File: config.mk
export PLATFORM = sky130hd
export DESIGN_NAME = gpsi_global
export DESIGN_NICKNAME = d
export VERILOG_FILES = /design/src/gpsi_global.v /design/src/gpsi_pin_mux.v
export VERILOG_INCLUDE_DIRS = /design/src
export SDC_FILE = /design/constraint.sdc
export NUM_CORES = 1
export LEC_CHECK = 0
export BUFFER_PORTS_ARGS = -buffer_cell sky130_fd_sc_hd__buf_2
export CAP_MARGIN = 5
export CORE_ASPECT_RATIO = 1.25
export CORE_MARGIN = 2
export CORE_UTILIZATION = 35
export CTS_CLUSTER_DIAMETER = 30
export DETAILED_ROUTE_END_ITERATION = 7
export GPL_TIMING_DRIVEN = 0
export PLACE_DENSITY = 0.53
export SETUP_SLACK_MARGIN = 0.02
export SYNTH_ARGS = -nofsm -noshare
export SYNTH_HDL_FRONTEND = slang
export SYNTH_SLANG_ARGS = --single-unit
File: constraint.sdc
create_clock -name clk_i -period 4.3 [get_ports clk_i]
set_input_delay 0.215 -clock clk_i [delete_from_list [all_inputs] [get_ports clk_i]]
set_output_delay 0.215 -clock clk_i [all_outputs]
set_load 0.05 [all_outputs]
File: src/gpsi_map.vh
`ifndef GPSI_MAP_VH
`define GPSI_MAP_VH

// register byte offsets on the 16-bit microprocessor port
`define GPSI_ADDR_PIN_SEL       8'h0A
`define GPSI_ADDR_ISR           8'h10
`define GPSI_ADDR_ISR_EN        8'h12
`define GPSI_ADDR_LIVE          8'h14
`define GPSI_ADDR_LATCHED       8'h16
`define GPSI_ADDR_SR_EN         8'h18
`define GPSI_ADDR_PIN_READ      8'h1C

// summary register fields
`define GPSI_ISR_GLOBAL_BIT     0
`define GPSI_ISR_PORT_LSB       4
`define GPSI_ISR_PORT_MSB       7

// live status fields
`define GPSI_LIVE_UPDATE_BIT    0
`define GPSI_LIVE_UNLOCK_BIT    1

// latched status fields
`define GPSI_LAT_UPDATE_BIT     0
`define GPSI_LAT_UNLOCK_BIT     1
`define GPSI_LAT_ONESEC_BIT     2
`define GPSI_LAT_CLKREF_BIT     3
`define GPSI_LAT_REF8K_BIT      4

// pin function select codes
`define GPSI_FSEL_INPUT         2'h0
`define GPSI_FSEL_STATUS        2'h1
`define GPSI_FSEL_LOW           2'h2
`define GPSI_FSEL_HIGH          2'h3

// update mode code that borrows pin 8 as the update input
`define GPSI_PM_MODE_PIN        2'h1

// reset values of writable registers
`define GPSI_RST_PIN_SEL        16'h0000
`define GPSI_RST_ISR_EN         16'h0000
`define GPSI_RST_SR_EN          16'h0000

// timing: one second at the core clock
`define GPSI_ONE_SEC_NS         1000000000
`define GPSI_CLK_PERIOD_NS      40
`define GPSI_ONE_SEC_CYCLES     (`GPSI_ONE_SEC_NS / `GPSI_CLK_PERIOD_NS)

`endif

File: src/gpsi_global.v
// Functional notes
// - each pin has a two-bit select: input, port status, constant 0, constant 1
// - status code drives port k status A on pin 2k-1, B on pin 2k
// - pin 8 select ignored while update mode uses pin 8 as update input
// - pin 6 select ignored while error insertion is sourced from pin 6
// - pin 4 select ignored while pin 4 is the 8 kHz reference input
// - pin 2 select ignored while pin 2 carries the 8 kHz reference output
// - port summary bits 7..4 follow whether any port interrupt status is set
// - interrupt pin low when an enabled port summary bit is set
// - global summary bit 0 set while any enabled latched status is set
// - interrupt pin low when global summary set and its enable is one
// - live unlock bit 1 high when any clock-adapter PLL is unlocked
// - live update-complete bit is request AND done of globally updated ports
// - 8 kHz activity latched bit 4 set on pin 4 activity when selected
// - clock-reference activity latched bit 3 set on primary clock activity
// - one-second latched bit 2 set every second, enable bit 2
// - unlock latched bit 1 set on rising live unlock, enable bit 1
// - update latched bit 0 set on rising live update-complete, enable bit 0
// - pin readback bits 7..0 give present levels of the eight pins
// - latched bits clear on read if clear-on-read is one, else on write
// - interrupt pin drives low active; inactive floats or drives high by mode
`timescale 1ns/1ns
`include "gpsi_map.vh"

module gpsi_global #(
	parameter        NUM_PLL         = 3,                     // clock-adapter PLL count
	parameter [31:0] ONE_SEC_CYCLES  = `GPSI_ONE_SEC_CYCLES   // core clocks per second
) (
	input  wire               clk_i,                 // core clock, 25 MHz
	input  wire               sys_rst_i,             // synchronous reset, active high
	// microprocessor port
	input  wire               bus_cs_i,              // chip select, active high
	input  wire               bus_rd_i,              // read strobe, one cycle per access
	input  wire               bus_wr_i,              // write strobe, one cycle per access
	input  wire [7:0]         bus_addr_i,            // byte address
	input  wire [15:0]        bus_wdata_i,           // write data
	output reg  [15:0]        bus_rdata_o,           // read data, registered
	output reg                bus_rvalid_o,          // read data valid pulse
	// global controls held elsewhere
	input  wire [1:0]         global_pm_update_mode_i,    // update mode
	input  wire               global_error_insert_source_i, // 1: pin 6 is error insert
	input  wire               ref8k_input_select_i,  // 1: pin 4 is 8 kHz input
	input  wire               ref8k_output_select_i, // 1: pin 2 is 8 kHz output
	input  wire               clear_on_read_control_i, // 1: latched bits clear on read
	input  wire               interrupt_pin_mode_i,  // 1: drive high when inactive
	input  wire               global_update_request_i, // global update request bit
	input  wire               ref8k_out_i,           // internal 8 kHz reference out
	// port side
	input  wire [3:0]         port_status_a_i,       // selected A status, port 1 bit 0
	input  wire [3:0]         port_status_b_i,       // selected B status, port 1 bit 0
	input  wire [3:0]         port_isr_any_i,        // any port interrupt status set
	input  wire [3:0]         port_update_done_i,    // port update done
	input  wire [3:0]         port_update_mode_i,    // 1: port on global update
	// clock adapter
	input  wire [NUM_PLL-1:0] pll_unlock_i,          // per-PLL not locked
	input  wire               primary_clock_input_i, // sampled primary clock pin
	// pins
	input  wire [7:0]         gpio_i,                // pad levels, pin 1 in bit 0
	output wire [7:0]         gpio_o,                // pad drive levels
	output wire [7:0]         gpio_oe_n_o,           // low while pad driven
	output wire               ref8k_in_o,            // 8 kHz reference from pin 4
	output wire               error_insert_pin_o,    // error insert from pin 6
	output wire               pm_update_pin_o,       // update strobe from pin 8
	output reg                int_n_o,               // interrupt pad level
	output reg                int_n_oe_n_o           // low while interrupt pad driven
);

	// writable registers
	reg [15:0] pin_sel_r;
	reg [15:0] isr_en_r;
	reg [15:0] sr_en_r;

	// latched status and edge history
	reg [4:0]  lat_r;
	reg [4:0]  lat_nxt;
	reg        unlock_d_r;
	reg        upd_d_r;
	reg        ref8k_d_r;
	reg        clkref_d_r;
	reg        history_ok_r;
	reg [31:0] sec_cnt_r;
	reg        sec_tick_r;

	// bus decode
	wire       rd_stb;
	wire       wr_stb;
	wire       sel_pin_sel;
	wire       sel_isr_en;
	wire       sel_lat;
	wire       sel_sr_en;

	// live state
	wire       unlock_live;
	wire       upd_live;
	wire [4:0] lat_set;
	wire [4:0] lat_clr;
	wire       global_summary_status;
	wire [3:0] port_sum;
	wire       irq;
	wire [15:0] isr_word;
	wire [15:0] live_word;
	wire [15:0] lat_word;
	wire [15:0] pinrd_word;
	reg  [15:0] rd_mux;
	wire       pm_pin_mode;

	// rising edge of a level; ok stays low for the first cycle after reset
	function gpsi_rise;
		input cur;
		input prev;
		input ok;
		begin
			gpsi_rise = ok & cur & ~prev;
		end
	endfunction

	// activity is any change of a sampled pin; a pin stuck at either level
	// never counts, at the price that a slow reference shows activity only
	// once per level change
	function gpsi_toggle;
		input cur;
		input prev;
		input ok;
		begin
			gpsi_toggle = ok & (cur ^ prev);
		end
	endfunction

	assign rd_stb      = bus_cs_i & bus_rd_i;
	assign wr_stb      = bus_cs_i & bus_wr_i;
	assign sel_pin_sel = (bus_addr_i == `GPSI_ADDR_PIN_SEL);
	assign sel_isr_en  = (bus_addr_i == `GPSI_ADDR_ISR_EN);
	assign sel_lat     = (bus_addr_i == `GPSI_ADDR_LATCHED);
	assign sel_sr_en   = (bus_addr_i == `GPSI_ADDR_SR_EN);

	// writable registers; summary, live status and readback offsets simply have no write path
	always @(posedge clk_i) begin
		if (sys_rst_i) begin
			pin_sel_r <= `GPSI_RST_PIN_SEL;
			isr_en_r  <= `GPSI_RST_ISR_EN;
			sr_en_r   <= `GPSI_RST_SR_EN;
		end else if (wr_stb) begin
			if (sel_pin_sel) begin
				pin_sel_r <= bus_wdata_i;
			end
			// only enable bits that exist are kept, the rest read as zero
			if (sel_isr_en) begin
				isr_en_r <= bus_wdata_i & 16'h00F1;
			end
			if (sel_sr_en) begin
				sr_en_r <= bus_wdata_i & 16'h0007;
			end
		end
	end

	// live status: unlock is an OR over PLLs, update-complete an AND over
	// ports on global update, forced low while the request is low
	assign unlock_live = |pll_unlock_i;
	assign upd_live    = global_update_request_i &
		(&(port_update_done_i | ~port_update_mode_i));

	// one-second tick from a free-running cycle counter
	always @(posedge clk_i) begin
		if (sys_rst_i) begin
			sec_cnt_r  <= 32'h00000000;
			sec_tick_r <= 1'b0;
		end else if (sec_cnt_r >= ONE_SEC_CYCLES - 32'h00000001) begin
			sec_cnt_r  <= 32'h00000000;
			sec_tick_r <= 1'b1;
		end else begin
			sec_cnt_r  <= sec_cnt_r + 32'h00000001;
			sec_tick_r <= 1'b0;
		end
	end

	// edge history; edges are ignored in the first cycle after reset so that
	// a level already present at release is not mistaken for an event
	always @(posedge clk_i) begin
		if (sys_rst_i) begin
			unlock_d_r   <= 1'b0;
			upd_d_r      <= 1'b0;
			ref8k_d_r    <= 1'b0;
			clkref_d_r   <= 1'b0;
			history_ok_r <= 1'b0;
		end else begin
			unlock_d_r   <= unlock_live;
			upd_d_r      <= upd_live;
			ref8k_d_r    <= gpio_i[3]; // raw pin, so a select change is no event
			clkref_d_r   <= primary_clock_input_i;
			history_ok_r <= 1'b1;
		end
	end

	// set conditions of the latched bits
	assign lat_set[`GPSI_LAT_UPDATE_BIT] = gpsi_rise(upd_live, upd_d_r, history_ok_r);
	assign lat_set[`GPSI_LAT_UNLOCK_BIT] = gpsi_rise(unlock_live, unlock_d_r, history_ok_r);
	assign lat_set[`GPSI_LAT_ONESEC_BIT] = sec_tick_r;
	// pin 4 is watched only while it is selected as the reference input
	assign lat_set[`GPSI_LAT_CLKREF_BIT] = gpsi_toggle(primary_clock_input_i, clkref_d_r,
		history_ok_r);
	assign lat_set[`GPSI_LAT_REF8K_BIT]  = ref8k_input_select_i &
		gpsi_toggle(gpio_i[3], ref8k_d_r, history_ok_r);

	// clear: by read of the latched register, or by writing ones to it
	assign lat_clr = (rd_stb & sel_lat & clear_on_read_control_i) ? lat_r :
		((wr_stb & sel_lat & ~clear_on_read_control_i) ? bus_wdata_i[4:0] : 5'h00);

	// set wins over a clear in the same cycle
	always @* begin
		lat_nxt = (lat_r & ~lat_clr) | lat_set;
	end

	always @(posedge clk_i) begin
		if (sys_rst_i) begin
			lat_r <= 5'h00;
		end else begin
			lat_r <= lat_nxt;
		end
	end

	// summaries: reference activity bits have no enable and never interrupt
	assign global_summary_status      = |(lat_r[2:0] & sr_en_r[2:0]);
	assign port_sum = port_isr_any_i;
	assign irq      = (|(port_sum & isr_en_r[`GPSI_ISR_PORT_MSB:`GPSI_ISR_PORT_LSB])) |
		(global_summary_status & isr_en_r[`GPSI_ISR_GLOBAL_BIT]);

	// interrupt pad: low when active, float or high when idle
	always @(posedge clk_i) begin
		if (sys_rst_i) begin
			int_n_o      <= 1'b1;
			int_n_oe_n_o <= 1'b1;
		end else if (irq) begin
			int_n_o      <= 1'b0;
			int_n_oe_n_o <= 1'b0;
		end else begin
			int_n_o      <= 1'b1;
			int_n_oe_n_o <= ~interrupt_pin_mode_i;
		end
	end

	// read words; unused bits read as zero
	assign isr_word   = {8'h00, port_sum, 3'h0, global_summary_status};
	assign live_word  = {14'h0000, unlock_live, upd_live};
	assign lat_word   = {11'h000, lat_r};
	assign pinrd_word = {8'h00, gpio_i};

	// read mux; an unmapped address reads zero
	always @* begin
		case (bus_addr_i)
			`GPSI_ADDR_PIN_SEL:  rd_mux = pin_sel_r;
			`GPSI_ADDR_ISR:      rd_mux = isr_word;
			`GPSI_ADDR_ISR_EN:   rd_mux = isr_en_r;
			`GPSI_ADDR_LIVE:     rd_mux = live_word;
			`GPSI_ADDR_LATCHED:  rd_mux = lat_word;
			`GPSI_ADDR_SR_EN:    rd_mux = sr_en_r;
			`GPSI_ADDR_PIN_READ: rd_mux = pinrd_word;
			default:             rd_mux = 16'h0000;
		endcase
	end

	// read data is captured before any clear-on-read takes effect
	always @(posedge clk_i) begin
		if (sys_rst_i) begin
			bus_rdata_o  <= 16'h0000;
			bus_rvalid_o <= 1'b0;
		end else begin
			bus_rvalid_o <= rd_stb;
			if (rd_stb) begin
				bus_rdata_o <= rd_mux;
			end
		end
	end

	// pins borrowed by global functions; the borrowed signal reads low
	// whenever its function is not selected
	// update mode 01 borrows pin 8; decoded once for the strobe and the override
	assign pm_pin_mode        = (global_pm_update_mode_i == `GPSI_PM_MODE_PIN);
	assign ref8k_in_o         = ref8k_input_select_i & gpio_i[3];
	assign error_insert_pin_o = global_error_insert_source_i & gpio_i[5];
	assign pm_update_pin_o    = pm_pin_mode & gpio_i[7];

	wire [7:0] ovr;
	wire [7:0] ovr_oe;
	wire [7:0] ovr_val;

	// pin 2 becomes an output, pins 4, 6 and 8 become inputs
	assign ovr     = {pm_pin_mode, 1'b0,
		global_error_insert_source_i, 1'b0, ref8k_input_select_i, 1'b0,
		ref8k_output_select_i, 1'b0};
	assign ovr_oe  = {6'h00, ref8k_output_select_i, 1'b0};
	assign ovr_val = {6'h00, ref8k_out_i, 1'b0};

	gpsi_pin_mux u_pin_mux (
		.clk_i           (clk_i),
		.sys_rst_i       (sys_rst_i),
		.pin_sel_i       (pin_sel_r),
		.port_status_a_i (port_status_a_i),
		.port_status_b_i (port_status_b_i),
		.pin_override_i  (ovr),
		.override_oe_i   (ovr_oe),
		.override_val_i  (ovr_val),
		.gpio_o          (gpio_o),
		.gpio_oe_n_o     (gpio_oe_n_o)
	);

endmodule

File: src/gpsi_pin_mux.v
`timescale 1ns/1ns
`include "gpsi_map.vh"

// function mux for the eight general-purpose pins; outputs are registered
module gpsi_pin_mux (
	input  wire        clk_i,            // core clock
	input  wire        sys_rst_i,        // synchronous reset, active high
	input  wire [15:0] pin_sel_i,        // two-bit select per pin, pin 1 in bits 1:0
	input  wire [3:0]  port_status_a_i,  // per-port A status, port 1 in bit 0
	input  wire [3:0]  port_status_b_i,  // per-port B status, port 1 in bit 0
	input  wire [7:0]  pin_override_i,   // pin taken over by a global function
	input  wire [7:0]  override_oe_i,    // taken-over pin drives (else input)
	input  wire [7:0]  override_val_i,   // level driven on a taken-over pin
	output reg  [7:0]  gpio_o,           // pin drive level, pin 1 in bit 0
	output reg  [7:0]  gpio_oe_n_o       // low while the pin is driven
);

	// decode one pin: returns {drive, level}
	function [1:0] gpsi_pin_fn;
		input [1:0] sel;
		input       stat;
		begin
			case (sel)
				`GPSI_FSEL_INPUT:  gpsi_pin_fn = 2'h0;
				`GPSI_FSEL_STATUS: gpsi_pin_fn = {1'b1, stat};
				`GPSI_FSEL_LOW:    gpsi_pin_fn = 2'h2;
				`GPSI_FSEL_HIGH:   gpsi_pin_fn = 2'h3;
				default:           gpsi_pin_fn = 2'h0;
			endcase
		end
	endfunction

	reg [7:0] drv_nxt;
	reg [7:0] lvl_nxt;
	reg [1:0] fn;
	integer   k;

	// odd pin 2k-1 carries port k status A, even pin 2k carries status B
	always @* begin
		drv_nxt = 8'h00;
		lvl_nxt = 8'h00;
		fn = 2'h0;
		for (k = 0; k < 8; k = k + 1) begin
			fn = gpsi_pin_fn(pin_sel_i[2*k +: 2],
				(k % 2 == 0) ? port_status_a_i[k/2] : port_status_b_i[k/2]);
			if (pin_override_i[k]) begin
				drv_nxt[k] = override_oe_i[k];
				lvl_nxt[k] = override_val_i[k];
			end else begin
				drv_nxt[k] = fn[1];
				lvl_nxt[k] = fn[0];
			end
		end
	end

	// registered so that pins never glitch while selects settle
	always @(posedge clk_i) begin
		if (sys_rst_i) begin
			gpio_o      <= 8'h00;
			gpio_oe_n_o <= 8'hFF;
		end else begin
			gpio_o      <= lvl_nxt;
			gpio_oe_n_o <= ~drv_nxt;
		end
	end

endmodule
======== Yosys cells after proc, flatten, opt, wreduce, memory -nomap -nowiden ========
Cells that the tools add are included.
storage, ports and cells
  bits in latches ......................... 0
  bits of input ports ..................... 70
  output and inout bits ................... 38
  memories kept ........................... 0
  flip-flop bits (word level) ............. 102
  memory bits (writable) .................. 0
  memory bits (read-only) ................. 0
  word-level logic and storage cells ...... 126
cells by class
  multiply operators ...................... 0
  reduce and logical (&&, ||, !) cells .... 19
  $lt $le $gt $ge ......................... 1
  equality and inequality tests ........... 32
  add/subtract/negate cells ............... 1
  mux-type cells .......................... 20
  shifts and indexed selects .............. 0
  bitwise gates (word level) .............. 33
  div/mod/pow operators ................... 0
operator list
  operator                                                                               number
  16-bit one-hot mux with 7 select lines                                                 1
  2-bit one-hot mux with 4 select lines                                                  8
  8-bit by 5-bit equality test with 1-bit output, second input constant                  6
  32-bit by 1-bit adder with 32-bit output, second input constant                        1
  2-bit equality test, second input constant                                             16
  32-bit by 25-bit greater-or-equal comparator with 1-bit output, second input constant  1
  1-bit AND                                                                              18
  2-bit by 1-bit equality test with 1-bit output, second input constant                  9
  2-bit logical NOT                                                                      8
  5-bit 2-to-1 mux                                                                       2
  1-bit 2-to-1 mux                                                                       9
  8-bit by 4-bit equality test with 1-bit output, second input constant                  1
  8-bit inverter                                                                         1
  2-bit OR reduction                                                                     4
  2-bit AND reduction                                                                    3
  3-bit OR reduction                                                                     2
  5-bit AND                                                                              1
  5-bit inverter                                                                         1
  5-bit OR                                                                               1
  4-bit AND                                                                              1
  1-bit inverter                                                                         4
  4-bit inverter                                                                         1
  4-bit OR                                                                               1
  4-bit AND reduction                                                                    1
  other kinds (4)                                                                        5

======== Depth between registers and ports, before layout ========
  depth in word-level cells ............... 8
  mapped depth ............................ 9
  gate-level depth less buffers ........... 6

======== Hierarchy ========
Synthesis repeated with hierarchy kept, for this count alone.
second synthesis, totals
  cells, all modules ...................... 479
  area, all modules ....................... 4516.8 um2
modules (own cells, without submodules)
  module        times used  area an instance (um2)  sequential area each (um2)  cells an instance
  gpsi_global   1           3876.2                  1721.7                      405
  gpsi_pin_mux  1           640.6                   320.3                       74

======== Worst setup path after synthesis ========
OpenSTA, ideal clock, no wires.
  path kind ............................... input to register
  start ................................... input port bus_addr_i[7]
  end ..................................... register lat_r[1]
  data required time ...................... 4.184 ns
  slack ................................... 2.596 ns
  library setup time ...................... 0.116 ns
  arrival time ............................ 1.589 ns
  path buffers ............................ 0
  cell stages on the path ................. 5
  cells stage by stage .................... or4_4 > or4_4 > nand3_2 > a21oi_2 > a31o_1
between the ends
  word-level cells in the longest chain between the ends .. 8
  elaborated cells between the ends (all ways) .. 10
  classes of those cells .................. eq/ne: 1; mux: 2; bitwise: 7
ends and longest elaborated chain
  what                                                line               source
  from (decl)                                         gpsi_global.v:35   input wire [7:0] bus_addr_i,
  8-bit by 5-bit equality test with 1-bit output (*)  n/a
  1-bit AND (2 in a row)                              gpsi_global.v:206  ((wr_stb & sel_lat & ~clear_on_read_control_i) ? bus_wdata_i[4:0] : 5'h00);
  5-bit 2-to-1 mux                                    gpsi_global.v:206
  5-bit 2-to-1 mux (*)                                gpsi_global.v:205  assign lat_clr = (rd_stb & sel_lat & clear_on_read_control_i) ? lat_r :
  5-bit inverter (*)                                  gpsi_global.v:210  lat_nxt = (lat_r & ~lat_clr) | lat_set;
  5-bit AND (*)                                       gpsi_global.v:210
  5-bit OR (*)                                        gpsi_global.v:210
  to (signal assigned)                                gpsi_global.v:217  lat_r <= lat_nxt;
  to (decl)                                           gpsi_global.v:74   reg [4:0] lat_r;
Every way passes the cells marked *; elsewhere a longest branch is shown, timed or not.
A chain may end at the register's enable or synchronous reset.

======== Worst setup path after layout ========
  start ................................... register sec_cnt_r[18]
  end ..................................... register sec_cnt_r[20]
between the ends
  word-level cells in the longest chain between the ends .. 2
  elaborated cells between the ends (all ways) .. 3
  classes of those cells .................. add/sub: 1; order compare: 1; reduce/logical: 1
ends and longest elaborated chain
  what                                                            line               source
  from (decl)                                                     gpsi_global.v:81   reg [31:0] sec_cnt_r;
  from (signal assigned)                                          gpsi_global.v:171  sec_cnt_r <= sec_cnt_r + 32'h00000001;
  32-bit by 25-bit greater-or-equal comparator with 1-bit output  gpsi_global.v:167  end else if (sec_cnt_r >= ONE_SEC_CYCLES - 32'h00000001) begin
  2-bit OR reduction (no source line)                             n/a
Parallel ways exist; a longest one is shown, timed or not.

==> summary.md <==
| Metric | Value |
|---|---|
| GRT overflow | 0 |
| Hold Path Class | primary input to register |
| Slew margin rel. | 54.8% |
| Compound-gate portion of the synthesized area | 14.7% |
| Final hold vios | 0 |
| Worst r2r dst | sec_cnt_r[20] |
| Final setup violating endpoints | 0 |
| Initial DRC count | around 120 |
| Asr flop ratio synth | 0% |
| Placed Instances | slightly above 700 |
| Fin crit share | 42.9% |
| Worst Path Required | 4.58 ns |
| Final std cells w/o fill | 722 |
| Yosys reg bits | 102 |
| Worst Path Arrival | 2.13 ns |
| Worst ir drop on vdd | 183 uV |
| Final WS setup | 2.45 ns |
| RSZ-0062 raised after global routing | false |
| Combinational family with the most area after synthesis | simple AND/OR/NAND/NOR gates |
| Netlist cell types | 61 |
| Min Tclk post-route | 1.85 ns |
| Drt pass-1 iters | 5 |
| Crit-path slowest cell | dfxtp_1 |
| Post_cts resized | 0 |
| Commonest cells after routing, fill and taps aside | buf_2, dfxtp_1, nor2_1, nand2_1, a21oi_1 |
| WS Path Type | register to register |
| Post-DRT Antenna Nets | 0 |
| Mapped Cells | approximately 460 |
| # Max-Cap Violations | 0 |
| Worst slew pin tran | roughly 0.68 ns |
| Crit path to | sec_cnt_r[20] |
| CTS Hold Bufs | 0 |
| Post-DP HPWL | a little under 9000 microns |
| Max incr delay on CP | 0.33 ns |
| WL per Instance | around 16 microns |
| Fmax | 0.541 GHz |
| Sequential fraction of the synthesis area | 49.5% |
| DP Worst Slack | 2.14 ns |
| Buf/Inv on CP | 1 |
| Critical Path Start | sec_cnt_r[18] |
| Status | finished clean |
| Worst setup EP type | register |
| CTS Root Cell | clkbuf_16 |
| CTS buffer count | 9 |
| Share of cells above drive strength 1 | a little under a quarter |
| Overall Global Routing Usage | a little under a fifth |
| Most common cell after layout, fill and taps aside | buf_2 |
| Synthesis Warnings | 0 |
| Area of the core | 11600 sq um |
| # clock sinks | 102 |
| CP max FO | 10 |
| Final wirelength | roughly 11000 microns |
| First-pass GRT wire length | 18000 microns |
| Clock transition at path regs | 0.07 ns |
| Simple-gate share of the synthesized area | 24.9% |
| Port buffer count | 105 |
| Die W | 101 microns |
| Stages on worst setup path | 6 |
| Die height | between 100 and 150 microns |
| Area Overhead vs Synth | 24.9% |
| R2r startpoint | sec_cnt_r[18] |
| # diodes | 0 |
| Setup TNS | 0 ns |
| Layout fillers | approximately 1100 |
| Worst Skew | 0.0102 ns |
| Vias per cell | 5.05 |
| Multiplexer area fraction after synthesis | 2.43% |
| Leakage | between 2 and 2.5 nW |
| Layout Nets | roughly 650 |
| Post-CTS setup buffer count | 0 |
| Avg Cell Area, Syn | 9.00 sq um |
| XOR/XNOR Fraction of Synth Area | 5.10% |
| Adder-Cell Fraction of Synth Area | 0.303% |
| TritonCTS clock tree | built |
| Synth Flop Type | dfxtp_1 |
| Slew Limit Fails | 0 |
| Cells along the critical path | and2_1 > and4b_1 > a221o_1 > a211o_1 > buf_2 > nor2_1 |
| Worst-Skew Late Latency | 0.35 ns |
| Worst setup SP type | register |
| Initial Util | 35.7% |
| Residual DRC | 0 |
| Setup slack, reg-to-reg | between 2 and 2.5 ns |
| Row cnt | between 40 and 50 |
| Die area | between 10000 and 15000 sq um |
| Largest delay share family, worst path | compound AO/OA/AOI/OAI gates |
| Reg2reg path depth | 6 |
| PD cells | approximately 370 nW/um^2 |
| H-tree levels | 3 |
| Vias in the first global route | 3575 |
| Initial antenna violation count | 0 |
| Syn Std Cell Area | 4120 sq um |
| GPL Wtd Cong | 0.871 |
| Max clock buf depth | 2 |
| Number of synthesized flops with an enable pin | 0 |
| I/O pin count | 108 |
| Vias | ~3600 |
| Largest net degree at the start of global routing | 16 |
synthesized netlist by cell type (all sizes together), types with 2 or more instances:
cell type	number	area [sq um]
nor3	8	45.0
nor2b	5	31.3
a31oi	2	12.5
and3	7	43.8
a31o	3	26.3
a221oi	5	50.0
nand2b	3	26.3
mux2i	10	100
xnor2	10	87.6
a32oi	2	17.5
a22oi	15	113
and2	6	37.5
clkbuf	11	41.3
inv	8	30.0
and4	2	17.5
nand4	6	37.5
dfxtp	102	2040
nor4	7	92.6
nor2	69	259
xor2	14	123
nand3	19	100
nand2	59	221
or4	2	22.5
a21oi	25	129
buf	8	53.8
o211a	6	60.1
nand4b	2	17.5
o21ai	21	105
metrics by stage:
stage | power, W | instance area, sq um | util (%) | hold WS, ns
floorplan | 0.00104 | 4150 | - | 0.307
global placement | 0.00110 | 4840 | 41.9 | 0.407
detailed placement | 0.00110 | 4840 | 41.9 | 0.415
CTS | 0.00195 | 5150 | 44.5 | 0.0465
global route | 0.00200 | 5150 | 44.5 | 0.0811
finish | 0.00193 | 5150 | 44.5 | 0.0516
report_power, final:
| group | internal (W) | total (W) | switching, W |
|---|---|---|---|
| Combinational | 0.0000418 | 0.000114 | 0.0000721 |
| Clock | 0.000507 | 0.000855 | 0.000348 |
| Sequential | 0.000956 | 0.000962 | 0.00000584 |
worst min path at each step:
stage	slack, ns	from	end	cells past startpoint
floorplan	0.31	ref8k_output_select_i	u_pin_mux.gpio_oe_n_o[1]	1
global placement	0.41	interrupt_pin_mode_i	int_n_oe_n_o	2
detailed placement	0.42	interrupt_pin_mode_i	int_n_oe_n_o	2
CTS	0.05	interrupt_pin_mode_i	int_n_oe_n_o	2
global route	0.08	interrupt_pin_mode_i	int_n_oe_n_o	2
finish	0.05	interrupt_pin_mode_i	int_n_oe_n_o	2
cell families (layout without fill, tap and decap cells):
group / Yosys count / count (layout)
adder cells (fa/ha/maj): 1 / 1
buffers and inverters: 27 / 147
multiplexers: 10 / 10
other: 1 / 7
flip-flops: 102 / 102
AO/OA/AOI/OAI: 90 / 90
XOR/XNOR: 24 / 24
AND/OR/NAND/NOR: 203 / 203
sequential cells by signal (all words and copies together) (netlist names):
signal,flops
int_n_o,1
sec_cnt_r,32
lat_r,5
int_n_oe_n_o,1
unlock_d_r,1
u_pin_mux.gpio_o,8
isr_en_r,5
sec_tick_r,1
ref8k_d_r,1
bus_rvalid_o,1
clkref_d_r,1
history_ok_r,1
bus_rdata_o,16
pin_sel_r,16
upd_d_r,1
sr_en_r,3
u_pin_mux.gpio_oe_n_o,8
cell type report:
type	instances	area [sq um]	area share, %
buffer	19	95.1	1.85
clock buffer	11	233	4.52
clock inverter	4	72.6	1.41
inverter	8	30.0	0.583
multi-input combinational	335	1980	38.4
sequential	102	2040	39.7
tap	138	173	3.35
timing repair buffer	105	526	10.2
metal layers:
metal	vias to the layer above	global-route usage [%]	part of all wire (%)	routed length [microns]
met4	0	8.03	3.3	372
met2	110	31.4	49	5630
li1	1830	-	-	-
met1	1683	21.5	42	4770
met3	26	4.58	5.7	651
met5	-	0	0	0
Note: power is estimated with default switching activity, not from simulation.
